File: src/thermal_alarm_pkg.sv
// Shared constants, types and helpers for the thermal alarm and bus address block
package thermal_alarm_pkg;

   // Temperature word: two's complement, as delivered by the converter
   localparam int           TEMP_W         = 9;
   localparam int           BYTE_W         = 8;
   localparam int           ADDR_W         = 7;

   // Fixed upper part of the seven-bit slave address
   localparam logic [3:0]   ADDR_PREFIX    = 4'h9;

   // Bit counter values
   localparam logic [3:0]   BIT_CNT_RST    = 4'h0;
   localparam logic [3:0]   BIT_CNT_BYTE   = 4'h8;
   localparam logic [3:0]   BIT_CNT_ONE    = 4'h1;

   // Reset values, and the read direction bit value
   localparam logic [7:0]   BYTE_RST       = 8'h00;
   localparam logic         ALARM_POL_RST  = 1'b0;
   localparam logic         READ_BIT       = 1'b1;

   typedef enum logic [6:0] {
      S_IDLE    = 7'h01,
      S_ADDR    = 7'h02,
      S_ADDR_AK = 7'h04,
      S_WR_DATA = 7'h08,
      S_WR_AK   = 7'h10,
      S_RD_DATA = 7'h20,
      S_RD_AK   = 7'h40
   } bus_state_e;

   function automatic logic temp_above(input logic [TEMP_W-1:0] t, input logic [TEMP_W-1:0] lim);
      temp_above = $signed(t) > $signed(lim);
   endfunction : temp_above

   function automatic logic temp_below(input logic [TEMP_W-1:0] t, input logic [TEMP_W-1:0] lim);
      temp_below = $signed(t) < $signed(lim);
   endfunction : temp_below

endpackage : thermal_alarm_pkg
File: src/thermal_alarm_and_bus_address.sv
// Top: two-wire slave address match and byte ack, plus thermal alarm pin
`timescale 1ns/100ps
module thermal_alarm_and_bus_address
   import thermal_alarm_pkg::*;
(
   input  wire logic              i_clk_sys,              // System clock, 200 MHz
   input  wire logic              i_rst_n,                // Sync reset, active low
   input  wire logic              i_scl,                  // Bus clock level
   input  wire logic              i_sda,                  // Bus data level
   output logic                   o_sda_o,                // Data drive value
   output logic                   o_sda_oe,               // Data pull-low enable
   input  wire logic              i_addr_select_hi,       // Strap, top address bit
   input  wire logic              i_addr_select_mid,      // Strap, middle address bit
   input  wire logic              i_addr_select_lo,       // Strap, bottom address bit
   input  wire logic [BYTE_W-1:0] i_rd_data,              // Byte to send on read
   output logic                   o_rd_req,               // Read byte taken pulse
   output logic [BYTE_W-1:0]      o_wr_data,              // Byte written by host
   output logic                   o_wr_valid,             // Written byte pulse
   input  wire logic [TEMP_W-1:0] i_temp,                 // Conversion result
   input  wire logic              i_temp_valid,           // Conversion done pulse
   input  wire logic [TEMP_W-1:0] i_upper_trip,           // Upper trip point
   input  wire logic [TEMP_W-1:0] i_lower_release_point,  // Lower release point
   input  wire logic              i_int_mode,             // 1 interrupt, 0 comparator
   input  wire logic              i_alarm_polarity_bit,   // 1 active high, 0 active low
   input  wire logic              i_shutdown,             // Shutdown level
   output logic                   o_thermal_alarm_out_o,  // Alarm drive value
   output logic                   o_thermal_alarm_out_oe  // Alarm pull-low enable
);

   typedef struct packed {
      bus_state_e        st;
      logic              scl_q;
      logic              sda_q;
      logic [3:0]        cnt;
      logic [BYTE_W-1:0] sh;
      logic              rw;
      logic              more;
      logic              sda_oe;
      logic [BYTE_W-1:0] wr_data;
      logic              wr_valid;
      logic              rd_req;
      logic              reg_read;
   } bus_s;

   bus_s              bus_r;
   bus_s              bus_nxt;
   logic              scl_rise;
   logic              scl_fall;
   logic              start_det;
   logic              stop_det;
   logic              addr_hit;
   logic [ADDR_W-1:0] own_addr;

   ////////////////////////////////////////////////////////////////////////////
   // Line events; pins are already synchronous to the system clock
   always_comb begin
      scl_rise  = i_scl && !bus_r.scl_q;
      scl_fall  = !i_scl && bus_r.scl_q;
      start_det = i_scl && bus_r.scl_q && bus_r.sda_q && !i_sda;
      stop_det  = i_scl && bus_r.scl_q && !bus_r.sda_q && i_sda;
   end

   assign own_addr = {ADDR_PREFIX, i_addr_select_hi, i_addr_select_mid, i_addr_select_lo};
   assign addr_hit = (bus_r.sh[BYTE_W-1:1] == own_addr);

   ////////////////////////////////////////////////////////////////////////////
   always_comb begin
      bus_nxt          = bus_r;
      bus_nxt.scl_q    = i_scl;
      bus_nxt.sda_q    = i_sda;
      bus_nxt.wr_valid = 1'b0;
      bus_nxt.rd_req   = 1'b0;
      bus_nxt.reg_read = 1'b0;
      // Start and stop win over any byte in progress, also repeated start
      if (start_det) begin
         bus_nxt.st     = S_ADDR;
         bus_nxt.cnt    = BIT_CNT_RST;
         bus_nxt.sda_oe = 1'b0;
      end else if (stop_det) begin
         bus_nxt.st     = S_IDLE;
         bus_nxt.sda_oe = 1'b0;
      end else begin
         case (bus_r.st)
            S_IDLE: begin
               bus_nxt.sda_oe = 1'b0;
            end
            S_ADDR: begin
               if (scl_rise) begin
                  bus_nxt.sh  = {bus_r.sh[BYTE_W-2:0], i_sda};
                  bus_nxt.cnt = bus_r.cnt + BIT_CNT_ONE;
               end else if (scl_fall && bus_r.cnt == BIT_CNT_BYTE) begin
                  // silent on mismatch, bus left to others
                  if (addr_hit) begin
                     bus_nxt.st     = S_ADDR_AK;
                     bus_nxt.sda_oe = 1'b1;
                     bus_nxt.rw     = (bus_r.sh[0] == READ_BIT);
                  end else begin
                     bus_nxt.st = S_IDLE;
                  end
               end
            end
            S_ADDR_AK: begin
               if (scl_fall) begin
                  bus_nxt.cnt = BIT_CNT_RST;
                  if (bus_r.rw) begin
                     // First read byte goes out at once; alarm sees a register read
                     bus_nxt.st       = S_RD_DATA;
                     bus_nxt.sh       = i_rd_data;
                     bus_nxt.sda_oe   = ~i_rd_data[BYTE_W-1];
                     bus_nxt.rd_req   = 1'b1;
                     bus_nxt.reg_read = 1'b1;
                  end else begin
                     bus_nxt.st     = S_WR_DATA;
                     bus_nxt.sda_oe = 1'b0;
                  end
               end
            end
            S_WR_DATA: begin
               if (scl_rise) begin
                  bus_nxt.sh  = {bus_r.sh[BYTE_W-2:0], i_sda};
                  bus_nxt.cnt = bus_r.cnt + BIT_CNT_ONE;
               end else if (scl_fall && bus_r.cnt == BIT_CNT_BYTE) begin
                  bus_nxt.st       = S_WR_AK;
                  bus_nxt.sda_oe   = 1'b1;
                  bus_nxt.wr_data  = bus_r.sh;
                  bus_nxt.wr_valid = 1'b1;
               end
            end
            S_WR_AK: begin
               if (scl_fall) begin
                  bus_nxt.st     = S_WR_DATA;
                  bus_nxt.cnt    = BIT_CNT_RST;
                  bus_nxt.sda_oe = 1'b0;
               end
            end
            S_RD_DATA: begin
               if (scl_rise) begin
                  bus_nxt.cnt = bus_r.cnt + BIT_CNT_ONE;
               end else if (scl_fall) begin
                  if (bus_r.cnt == BIT_CNT_BYTE) begin
                     // Release for the host's acknowledge
                     bus_nxt.st     = S_RD_AK;
                     bus_nxt.sda_oe = 1'b0;
                  end else begin
                     bus_nxt.sh     = {bus_r.sh[BYTE_W-2:0], 1'b0};
                     bus_nxt.sda_oe = ~bus_r.sh[BYTE_W-2];
                  end
               end
            end
            S_RD_AK: begin
               if (scl_rise) begin
                  bus_nxt.more = !i_sda;
               end else if (scl_fall) begin
                  // A host NACK ends the read; we wait for stop idle
                  if (bus_r.more) begin
                     bus_nxt.st     = S_RD_DATA;
                     bus_nxt.cnt    = BIT_CNT_RST;
                     bus_nxt.sh     = i_rd_data;
                     bus_nxt.sda_oe = ~i_rd_data[BYTE_W-1];
                     bus_nxt.rd_req = 1'b1;
                  end else begin
                     bus_nxt.st = S_IDLE;
                  end
               end
            end
            default: begin
               bus_nxt.st     = S_IDLE;
               bus_nxt.sda_oe = 1'b0;
            end
         endcase
      end
   end

   always_ff @(posedge i_clk_sys) begin
      if (!i_rst_n) begin
         bus_r         <= '0;
         bus_r.st      <= S_IDLE;
         bus_r.scl_q   <= 1'b1;
         bus_r.sda_q   <= 1'b1;
         bus_r.cnt     <= BIT_CNT_RST;
         bus_r.sh      <= BYTE_RST;
         bus_r.wr_data <= BYTE_RST;
      end else begin
         bus_r <= bus_nxt;
      end
   end

   // Data line only ever pulled low, never driven high
   assign o_sda_o    = 1'b0;
   assign o_sda_oe   = bus_r.sda_oe;
   assign o_wr_data  = bus_r.wr_data;
   assign o_wr_valid = bus_r.wr_valid;
   assign o_rd_req   = bus_r.rd_req;

   ////////////////////////////////////////////////////////////////////////////
   // Alarm pin; the register read pulse comes from the bus engine above
   thermal_alarm_logic u_alarm (
      .i_clk_sys    (i_clk_sys),
      .i_rst_n      (i_rst_n),
      .i_temp       (i_temp),
      .i_temp_valid (i_temp_valid),
      .i_upper_trip (i_upper_trip),
      .i_lower_rel  (i_lower_release_point),
      .i_int_mode   (i_int_mode),
      .i_pol        (i_alarm_polarity_bit),
      .i_shutdown   (i_shutdown),
      .i_reg_read   (bus_r.reg_read),
      .o_alarm_o    (o_thermal_alarm_out_o),
      .o_alarm_oe   (o_thermal_alarm_out_oe)
   );
endmodule : thermal_alarm_and_bus_address

File: src/thermal_alarm_logic.sv
// Alarm pin logic: comparator and interrupt modes, polarity, shutdown
`timescale 1ns/100ps
module thermal_alarm_logic
   import thermal_alarm_pkg::*;
(
   input  wire logic              i_clk_sys,    // System clock
   input  wire logic              i_rst_n,      // Sync reset, active low
   input  wire logic [TEMP_W-1:0] i_temp,       // Latest conversion result
   input  wire logic              i_temp_valid, // Conversion done pulse
   input  wire logic [TEMP_W-1:0] i_upper_trip, // Upper trip point
   input  wire logic [TEMP_W-1:0] i_lower_rel,  // Lower release point
   input  wire logic              i_int_mode,   // 1 interrupt, 0 comparator
   input  wire logic              i_pol,        // 1 active high, 0 active low
   input  wire logic              i_shutdown,   // Shutdown level
   input  wire logic              i_reg_read,   // Register read pulse
   output logic                   o_alarm_o,    // Alarm pin drive value
   output logic                   o_alarm_oe    // Alarm pin pull-low enable
);

   typedef struct packed {
      logic cmp_on;
      logic pend;
      logic phase_lo;
      logic sd_q;
      logic act;
      logic pol;
      logic pin_oe;
      logic pin_o;
   } alarm_s;

   alarm_s st_r;
   alarm_s st_nxt;
   logic   conv;
   logic   hi;
   logic   lo;
   logic   ev;
   logic   sd_enter;

   ////////////////////////////////////////////////////////////////////////////
   always_comb begin
      st_nxt    = st_r;
      sd_enter  = i_shutdown && !st_r.sd_q;
      conv      = i_temp_valid && !i_shutdown;
      hi        = conv && temp_above(i_temp, i_upper_trip);
      lo        = conv && temp_below(i_temp, i_lower_rel);
      st_nxt.sd_q = i_shutdown;
      if (hi) begin
         st_nxt.cmp_on = 1'b1;
      end else if (lo) begin
         st_nxt.cmp_on = 1'b0;
      end
      ev = i_int_mode && ((!st_r.phase_lo && hi) || (st_r.phase_lo && lo));
      if (ev) begin
         st_nxt.phase_lo = ~st_r.phase_lo;
      end
      if (i_int_mode && sd_enter) begin
         st_nxt.pend = 1'b0;
      // latch event; set beats read clear
      end else if (ev) begin
         st_nxt.pend = 1'b1;
      end else if (i_reg_read) begin
         st_nxt.pend = 1'b0;
      end
      st_nxt.act    = i_int_mode ? st_nxt.pend : st_nxt.cmp_on;
      st_nxt.pol    = i_pol;
      // open drain, only ever pulls low
      st_nxt.pin_oe = st_nxt.act ? ~i_pol : i_pol;
      st_nxt.pin_o  = 1'b0;
   end

   always_ff @(posedge i_clk_sys) begin
      if (!i_rst_n) begin
         st_r     <= '0;
         st_r.pol <= ALARM_POL_RST;
      end else begin
         st_r <= st_nxt;
      end
   end

   assign o_alarm_o  = st_r.pin_o;
   assign o_alarm_oe = st_r.pin_oe;
endmodule : thermal_alarm_logic

File: config.mk
export PLATFORM = sky130hd
export DESIGN_NAME = thermal_alarm_and_bus_address
export DESIGN_NICKNAME = d
export VERILOG_FILES = /design/src/thermal_alarm_pkg.sv /design/src/thermal_alarm_and_bus_address.sv /design/src/thermal_alarm_logic.sv
export SDC_FILE = /design/constraint.sdc
export NUM_CORES = 1
export LEC_CHECK = 0
export BUFFER_PORTS_ARGS = -buffer_cell sky130_fd_sc_hd__buf_2
export CAP_MARGIN = 5
export CORE_MARGIN = 3
export CORE_UTILIZATION = 48
export DETAILED_ROUTE_END_ITERATION = 8
export GPL_ROUTABILITY_DRIVEN = 0
export PLACE_DENSITY = 0.8
export SYNTH_ARGS = -nofsm -noshare
export SYNTH_HDL_FRONTEND = slang
export SYNTH_SLANG_ARGS = --single-unit
File: constraint.sdc
create_clock -name i_clk_sys -period 2.8 [get_ports i_clk_sys]
set_input_delay 0 -clock i_clk_sys [delete_from_list [all_inputs] [get_ports i_clk_sys]]
set_output_delay 0 -clock i_clk_sys [all_outputs]
set_load 0.05 [all_outputs]
## Word level (Yosys, flattened, before mapping)

Cells that the tools add are included.

- ROM bits: 0
- Memories: 0
- Register bits: 40
- Input port bits: 46
- Word-level logic and storage cells: 168
- Output and inout bits: 14
- Latch bits: 0
- Bits in writable memories: 0

- $lt $le $gt $ge: 2
- Equality and inequality tests: 38
- Bitwise operators: 12
- Div/mod/pow operators: 0
- Mux-type cells: 58
- Shift operators: 0
- Multiply operators: 0
- Add/subtract/negate cells: 1
- Reductions and logical operators: 39

Operator list:

| cell | count |
|---|---|
| 7-bit 2-to-1 mux | 11 |
| 12-bit 2-to-1 mux | 5 |
| 7-bit one-hot mux with 7 select lines | 1 |
| 12-bit AND reduction | 4 |
| 4-bit != test, second input constant | 11 |
| 8-bit 2-to-1 mux | 4 |
| 2-bit != test, second input constant | 16 |
| 8-bit one-hot mux with 4 select lines | 1 |
| 1-bit 2-to-1 mux | 22 |
| 10-bit 2-to-1 mux | 2 |
| 4-bit one-hot mux with 5 select lines | 1 |
| 1-bit logical AND | 16 |
| 6-bit 2-to-1 mux | 2 |
| 1-bit NOT | 12 |
| 5-bit OR reduction | 2 |
| 9-bit > comparator | 1 |
| 9-bit < comparator | 1 |
| 9-bit AND reduction | 1 |
| 2-bit 2-to-1 mux | 4 |
| 4-bit 2-to-1 mux | 2 |
| 7-bit by 1-bit equality test with 1-bit output, second input constant | 1 |
| 7-bit by 2-bit equality test with 1-bit output, second input constant | 1 |
| 7-bit by 3-bit equality test with 1-bit output, second input constant | 1 |
| 7-bit by 4-bit equality test with 1-bit output, second input constant | 1 |
| 20 further kinds | 27 |

## Longest topological paths before layout

Gate-level depths: netlist (run 1).

- Depth in word-level cells: 10
- Gate-level depth with buffers: 10
- Gate-level depth less buffers: 9

## Cells and area by module

From an unflattened synthesis (run 1), not the netlist that was laid out.

- Cells, all modules: 338
- Area total of the unflattened synthesis: 2867.8 um2

Modules (own cells, without submodules):

| module | sequential area each (um2) | area an instance (um2) | instances | cells an instance |
|---|---|---|---|---|
| thermal_alarm_and_bus_address | 700.7 | 2124.5 | 1 | 245 |
| thermal_alarm_logic | 100.1 | 743.2 | 1 | 93 |

## Least setup slack after synthesis (run 1)

OpenSTA, ideal clock, no wires.

- Path kind: register to register
- From: register bus_r[31] (netlist bit)
- To: register bus_r[25] (netlist bit)
- Setup time: 0.129 ns
- Required time: 2.671 ns
- Slack: 0.525 ns
- Arrival time: 2.145 ns
- Period minus slack after synthesis: 2.275 ns
- Path buffers: 1
- Cell stages (with the launch flop): 9
- Path through: dfxtp_1 > or4_4 > or4b_1 > buf_2 > a21o_1 > nor4bb_4 > nor2b_4 > a22oi_1 > nor2_1

- Cells in the longest elaborated chain, start to end: 4
- Elaborated cells between the ends (all ways): 17
- Those cells by class: 13 x eq/ne; 1 x mux; 3 x reduce/logical

RTL lines:

| item | line | text |
|---|---|---|
| start: declaration | thermal_alarm_and_bus_address.sv:45 | `bus_s bus_r;` |
| start signal: assignment | thermal_alarm_and_bus_address.sv:184 | `bus_r <= bus_nxt;` |
| 7-bit by 4-bit equality test with 1-bit output or 7-bit by 2-bit equality test with 1-bit output (tied branches) | thermal_alarm_and_bus_address.sv:83 | `case (bus_r.st)` |
| 2-bit OR reduction (no line) | -- |  |
| 5-bit nonzero test (no line) or 2-bit by 1-bit != test with 1-bit output (tied branches) | -- |  |
| 9-bit AND reduction (no line) | -- |  |

Parallel ways exist; a longest one is shown, timed or not.
A chain may end at the register's enable or synchronous reset.

## Final worst setup path (run 1)

- From: register bus_r[31] (netlist bit)
- To: register bus_r[22] (netlist bit)

The elaborated chain is that of the path after synthesis.

==> results of run 1 <==
[worst register-to-register path, stage by stage (launching register included)]
cell      delay (ps)
dfxtp_1          370
or4_4            580
or4b_1           620
a21o_1           210
nor4bb_4         170
nor2b_4          160
a21oi_1          160
nor2_1            50
[stage by stage]
stage / power (mW) / std cells
after floorplan: 0.750 / 319
after global placement: 0.814 / 429
after detailed placement: 0.819 / 429
after CTS: 1.34 / 441
after global routing: 1.39 / 441
final: 1.33 / 441
[routing by layer]
| layer | share of wire | track usage |
|---|---|---|
| met5 | 0 | 0 |
| met4 | 0.016 | 0.0726 |
| met3 | 0.050 | 0.0314 |
| met2 | 0.47 | 0.331 |
| met1 | 0.46 | 0.269 |
[power by group through the flow]
stage               combinational (mW)  sequential [mW]  clock [mW]
finish                           0.218            0.595       0.518
global route                     0.244            0.597       0.552
CTS                              0.217            0.594       0.527
detailed placement               0.211            0.608           0
global placement                 0.207            0.607           0
floorplan                        0.138            0.612           0
[cells by family (layout without fill, tap and decap cells)]
kind of cell / Yosys count / count (layout) / synth area share
adder cells (fa/ha/maj): 19 / 19 / 0.0890
XOR/XNOR: 7 / 7 / 0.0230
flip-flops: 40 / 40 / 0.300
AO/OA/AOI/OAI: 74 / 74 / 0.201
AND/OR/NAND/NOR: 117 / 117 / 0.251
multiplexers: 14 / 14 / 0.0530
other: 1 / 2 / 0.00140
buffers and inverters: 46 / 98 / 0.0825
[final timing paths]
path,end,slack (ps),cells past startpoint
max,bus_r[22],350,7
min reg2reg,u_alarm.st_r[6],490,2
max reg2reg,bus_r[22],350,7
min,bus_r[26],40,2
[state kept, by name, indices dropped and copies added, names as in the netlist]
name	count
o_wr_valid	1
u_alarm.o_alarm_oe	1
o_rd_req	1
o_wr_data	8
o_sda_oe	1
u_alarm.st_r	4
bus_r	24
[timing repair]
item,CTS,global route
hold buffers,4,0
endpoints found under the setup margin,0,0
hold endpoints to repair,4,0
[placed cells by master (no fill, tap or decap), drive strengths merged, types with 3 or more instances in the layout]
cell and count:
nand2 23, nor2 19, inv 24, a21oi 9, dlygate4sd3 4, dfxtp 40
o21ai 23, nand3b 3, o21a 3, ha 19, a211oi 4, o31ai 3
clkbuf 7, and3 4, xnor2 4, nand3 14, mux2i 13, nand2b 10
o211a 9, or4b 3, xor2 3, nor3 6, nor2b 15, nor3b 4
a21o 4, buf 61, or3 3
[layout make-up]
class                   instances  area, µm²  area share
inverters                      25       93.8      0.0301
repair buffers                 65        355       0.114
flip-flops and latches         40        801       0.257
multi-input cells             233       1650       0.530
clock buffers                   7       96.3      0.0309
well taps                      70       87.6      0.0281
clock inverters                 1       30.0     0.00963
==> impl_results.md, run 1 <==
* Result of the run: finished, final reports clean
* Synth top cells by count: dfxtp_1, inv_1, nand2_1, ha_1, nor2_1
* Largest net degree at the start of global routing at 32
* Crit-path max FO at 7
* Vias/cell at 5.55
* Syn Inst Count at around 320
* Hold Crit Start: i_sda
* Worst path arrival time at approximately 2600 ps
* Final setup fails at 0
* Setup Crit Path Kind: flip-flop to flip-flop
* RSZ-0062 raised after global routing: no
* FF-to-FF Start: bus_r[31]
* Cell Pwr Density at approximately 430 nW/µm²
* Drt drc at 0
* Synth warnings at 0
* Post-synth top area share at 0.300
* Critical path, cell by cell: or4_4 -> or4b_1 -> a21o_1 -> nor4bb_4 -> nor2b_4 -> a21oi_1 -> nor2_1
* Layout cells sized above 1 at 0.216
* Post-CTS sizing at 0
* CP endpoint kind: flip-flop
* Die Ht at 80.6 µm
* Hold slack at between 40 and 50 ps
* Crit path buf inv count at 0
* Internal Power at approximately 990 µW
* Clock Power Share at 0.389
* Clock buffer count from CTS at 5
* Max VDD drop at around 0.33 mV
* PortBufs at 57
* Fin. Hold Viols at 0
* Clock Skews at around 8.0 ps
* Vias in the first global route at roughly 2300
* CP max stage delay at 620 ps
* Worst-Skew Late Latency at 300 ps
* Register share of total power at 0.447
* DP HPWL at between 4000 and 5000 µm
* Root buffer cell: clkbuf_8
* Crit path from: bus_r[31]
* Antenna violations before repair at 0
* 1st-iter DRT viols at 215
* Fraction of registers with async set/reset at 0
* # IOs at 60
* CORE AREA at about 5200 µm²
* Clock Tree Buf Depth at 2
* Post-CTS Setup Inserts at 0
* GRT Util Overall at 0.203
* Max-slew violations at 0
* Slew margin rel. at 0.640
* Total number of vias at 2448
* # diodes at 0
* Global-route wire length before repair at 10400 µm
* Top delay family on crit path: simple AND/OR/NAND/NOR gates
* CTS tree: built
* Tmin final at approximately 2400 ps
* Synth unique cells at 60
* Total overflow reported by the global router at 0
* Synth Register Bits at 40
* Switch Pwr at around 340 µW
* Net Sw Frac at 0.253
* Setup TNS at 0 ps
* H-tree levels at 2
* Clk sinks at 40
* Most numerous cell in the Yosys netlist: dfxtp_1
* Setup ws final at between 300 and 400 ps
* Netlist Area Pre-Place at between 2000 and 3000 µm²
* FP Rows at 26
* Nets at roughly 440
* Dominant synthesized flop cell: dfxtp_1
* Least-Margin Pin Slew at roughly 530 ps
* Die area at between 6000 and 7000 µm²
* Setup WS pre-CTS at roughly 400 ps
* Die width at 80.6 µm
* First-pass DRT Iterations at 5
* Logic pwr share at 0.164
* # Max-Cap Violations at 0
* Core Util, Final at 0.595
* Fillers at about 470
* P_leak at about 1.5 nW
* Detailed Route WL at around 6000 µm
* EDFF count, synth at 0
* CP required at between 2000 and 3000 ps
* Slowest stage cell, crit path: or4b_1
* Peak Freq at approximately 0.4 GHz
* Syn avg cell area at 8.40 µm²
* Initial Util at 0.510
* Top cells by area, synth: dfxtp_1, ha_1, mux2i_1
* Seq/Total Area, Yosys at 0.300
* DRT antenna net count at 0
* CP Launch Type: flip-flop
* Synth area leader: dfxtp_1
* Layout area overhead at 16.7%
* WL/cell at ~14 µm
* Post-DP Area at ~3000 µm²
* Clock slew at reported path FFs at about 80 ps
* Post-layout instance area at 3120 µm²
* Hold WC Path Type: input pin to flip-flop
* Final worst-path cycle share at 0.874
No activity file was read; power rests on OpenSTA's default activity.
==> run 2, diff against run 1 <==
==> constraint.sdc (replaced) <==
create_clock -name i_clk_sys -period 2.8 [get_ports i_clk_sys]
set_input_delay 0.14 -clock i_clk_sys [delete_from_list [all_inputs] [get_ports i_clk_sys]]
set_output_delay 0.14 -clock i_clk_sys [all_outputs]
set_load 0.05 [all_outputs]
==> run 2 against run 1 <==
Net effect:
- worst setup slack worse by 35 ps
- first-iteration DRC count is 4.7% lower
- non-clock buffer count is 3 lower
==> impl_results.md, run 2 (same netlist as run 1, synthesis figures left out) <==
* Tmin final at 2480 ps (+34.8 ps)
* Cell Count, Final, Fillers Out at 438 (-0.68%)
* First-pass DRT Iterations at 4 (-1)
* Largest net degree at the start of global routing at 32 (unchanged)
* Fillers at 457 (-2.1%)
* # Max-Cap Violations at 0 (unchanged)
* Clock Skews at 7.24 ps (-0.746 ps)
* Worst setup path endpoint: bus_r[25]
* Reg2Reg Capture Point: bus_r[25]
* Drt drc at 0 (unchanged)
* Least-Margin Pin Slew at 585 ps (+52.8 ps)
* Clock Power Share at 0.390 (about the same)
* Max reg flops at 24 (unchanged)
* P_leak at 1.48 nW (-0.80%)
* Max-slew violations at 0 (unchanged)
* Switch Pwr at 340 µW (+1.1%)
* Initial Util at 0.510 (unchanged)
* CORE AREA at 5240 µm² (unchanged)
* Placed cell count at 430 (+0.23%)
* CP Launch Type: flip-flop
* Slew margin rel. at 0.605 (-0.0357)
* Worst-Skew Late Latency at 300 ps (about the same)
* Hold WC Path Type: input pin to flip-flop
* Cell Pwr Density at 432 nW/µm² (+1.1%)
* Setup Crit Path Kind: flip-flop to flip-flop
* R2R depth at 7 (unchanged)
* GRT Util Overall at 0.207 (+0.00445)
* Detailed Route WL at 6410 µm (+4.3%)
* CP required at 2970 ps (about the same)
* Net Sw Frac at 0.255 (+0.00264)
* 1st-iter DRT viols at 205 (-4.7%)
* WL/cell at 14.6 µm (+5.0%)
* Hold buffer count at CTS at 0 (-4)
* Peak Freq at 0.403 GHz (-1.4%)
* Crit path from: bus_r[31]
* FF-to-FF Start: bus_r[31]
* Clock buffer count from CTS at 5 (unchanged)
* RSZ-0062 raised after global routing: no
* # IOs at 60 (unchanged)
* Internal Power at 992 µW (-0.27%)
* Result of the run: finished, final reports clean
* DRT antenna net count at 0 (unchanged)
* Worst path arrival time at 2650 ps (+30 ps)
* Antenna violations before repair at 0 (unchanged)
* Register share of total power at 0.447 (about the same)
* FP Rows at 26 (unchanged)
* CTS tree: built
* Max VDD drop at 0.335 mV (+0.42%)
* Biggest register: bus_r
* Worst R2R Setup Slack at 320 ps (-30 ps)
* Commonest non-fill, non-tap cells in the layout: buf_2, dfxtp_1, inv_1
* PortBufs at 57 (unchanged)
* Logic pwr share at 0.163 (about the same)
* Total number of vias at 2460 (+0.49%)
* Post-CTS Setup Inserts at 0 (unchanged)
* Clock slew at reported path FFs at 80 ps (about the same)
* Most common cell after layout, fill and taps aside: buf_2
* Clock Tree Buf Depth at 2 (unchanged)
* DP HPWL at 4870 µm (+3.9%)
* Post-CTS sizing at 0 (unchanged)
* Die width at 80.6 µm (unchanged)
* Final worst-path cycle share at 0.886 (+0.0124)
* Die area at 6490 µm² (unchanged)
* Root buffer cell: clkbuf_8
* Final setup fails at 0 (unchanged)
* Global-route wire length before repair at 10700 µm (+2.0%)
* Fin. Hold Viols at 0 (unchanged)
* Die Ht at 80.6 µm (unchanged)
* Layout cells sized above 1 at 0.220 (+0.00448)
* Crit-path max FO at 7 (unchanged)
* Nets at 432 (-0.69%)
* Vias/cell at 5.62 (+1.2%)
* CP endpoint kind: flip-flop
* Clk sinks at 40 (unchanged)
* Total overflow reported by the global router at 0 (unchanged)
* Layout area overhead at 15.5%
* H-tree levels at 2 (unchanged)
* Vias in the first global route at 2309 (-0.39%)
* Setup TNS at 0 ps (unchanged)
* # diodes at 0 (unchanged)
## run 2: power groups by stage
stage / clock, mW / sequential, mW / combinational (mW)
global route: 0.549 / 0.597 / 0.243
CTS: 0.524 / 0.595 / 0.217
floorplan: 0 / 0.612 / 0.138
detailed placement: 0 / 0.608 / 0.214
global placement: 0 / 0.607 / 0.208
finish: 0.519 / 0.595 / 0.217
## run 2: critical path: stages (launching register included)
cell      delay (ps)
dfxtp_1          370
or4_4            580
or4b_1           630
a21o_1           210
nor4bb_4         170
nor2b_4          160
a22oi_1          180
nor2_1            60
## run 2: area by class of cell
cell class	instances	area (µm²)	area share
multi-input combinational	233	1650	0.536
inverter	25	93.8	0.0304
sequential	40	801	0.260
timing repair buffer	62	323	0.105
clock buffer	7	96.3	0.0312
tap	70	87.6	0.0284
clock inverter	1	30.0	0.00974
## run 2: how the worst min path moves through the flow
stage / depth (start not counted) / end / start
global placement: 2 / u_alarm.st_r[4] / i_shutdown
finish: 2 / u_alarm.st_r[4] / i_shutdown
CTS: 2 / u_alarm.st_r[4] / i_shutdown
global route: 3 / u_alarm.o_alarm_oe / i_alarm_polarity_bit
detailed placement: 2 / u_alarm.st_r[4] / i_shutdown
floorplan: 1 / bus_r[26] / i_rst_n
## run 2: layer usage
metal | GRT usage | share of wire
met1 | 0.270 | 0.43
met5 | 0 | 0
met4 | 0.0963 | 0.027
met3 | 0.0415 | 0.058
met2 | 0.326 | 0.48
## run 2: per-stage QoR
stage	power [mW]	hold WS (ps)	setup WS [ps]	area [µm²]	utilization
floorplan	0.750	235	525	2670	-
global placement	0.816	385	443	2960	0.565
detailed placement	0.822	408	343	2960	0.565
CTS	1.34	99.6	320	3080	0.589
global route	1.39	117	142	3080	0.589
finish	1.33	99.5	319	3080	0.589
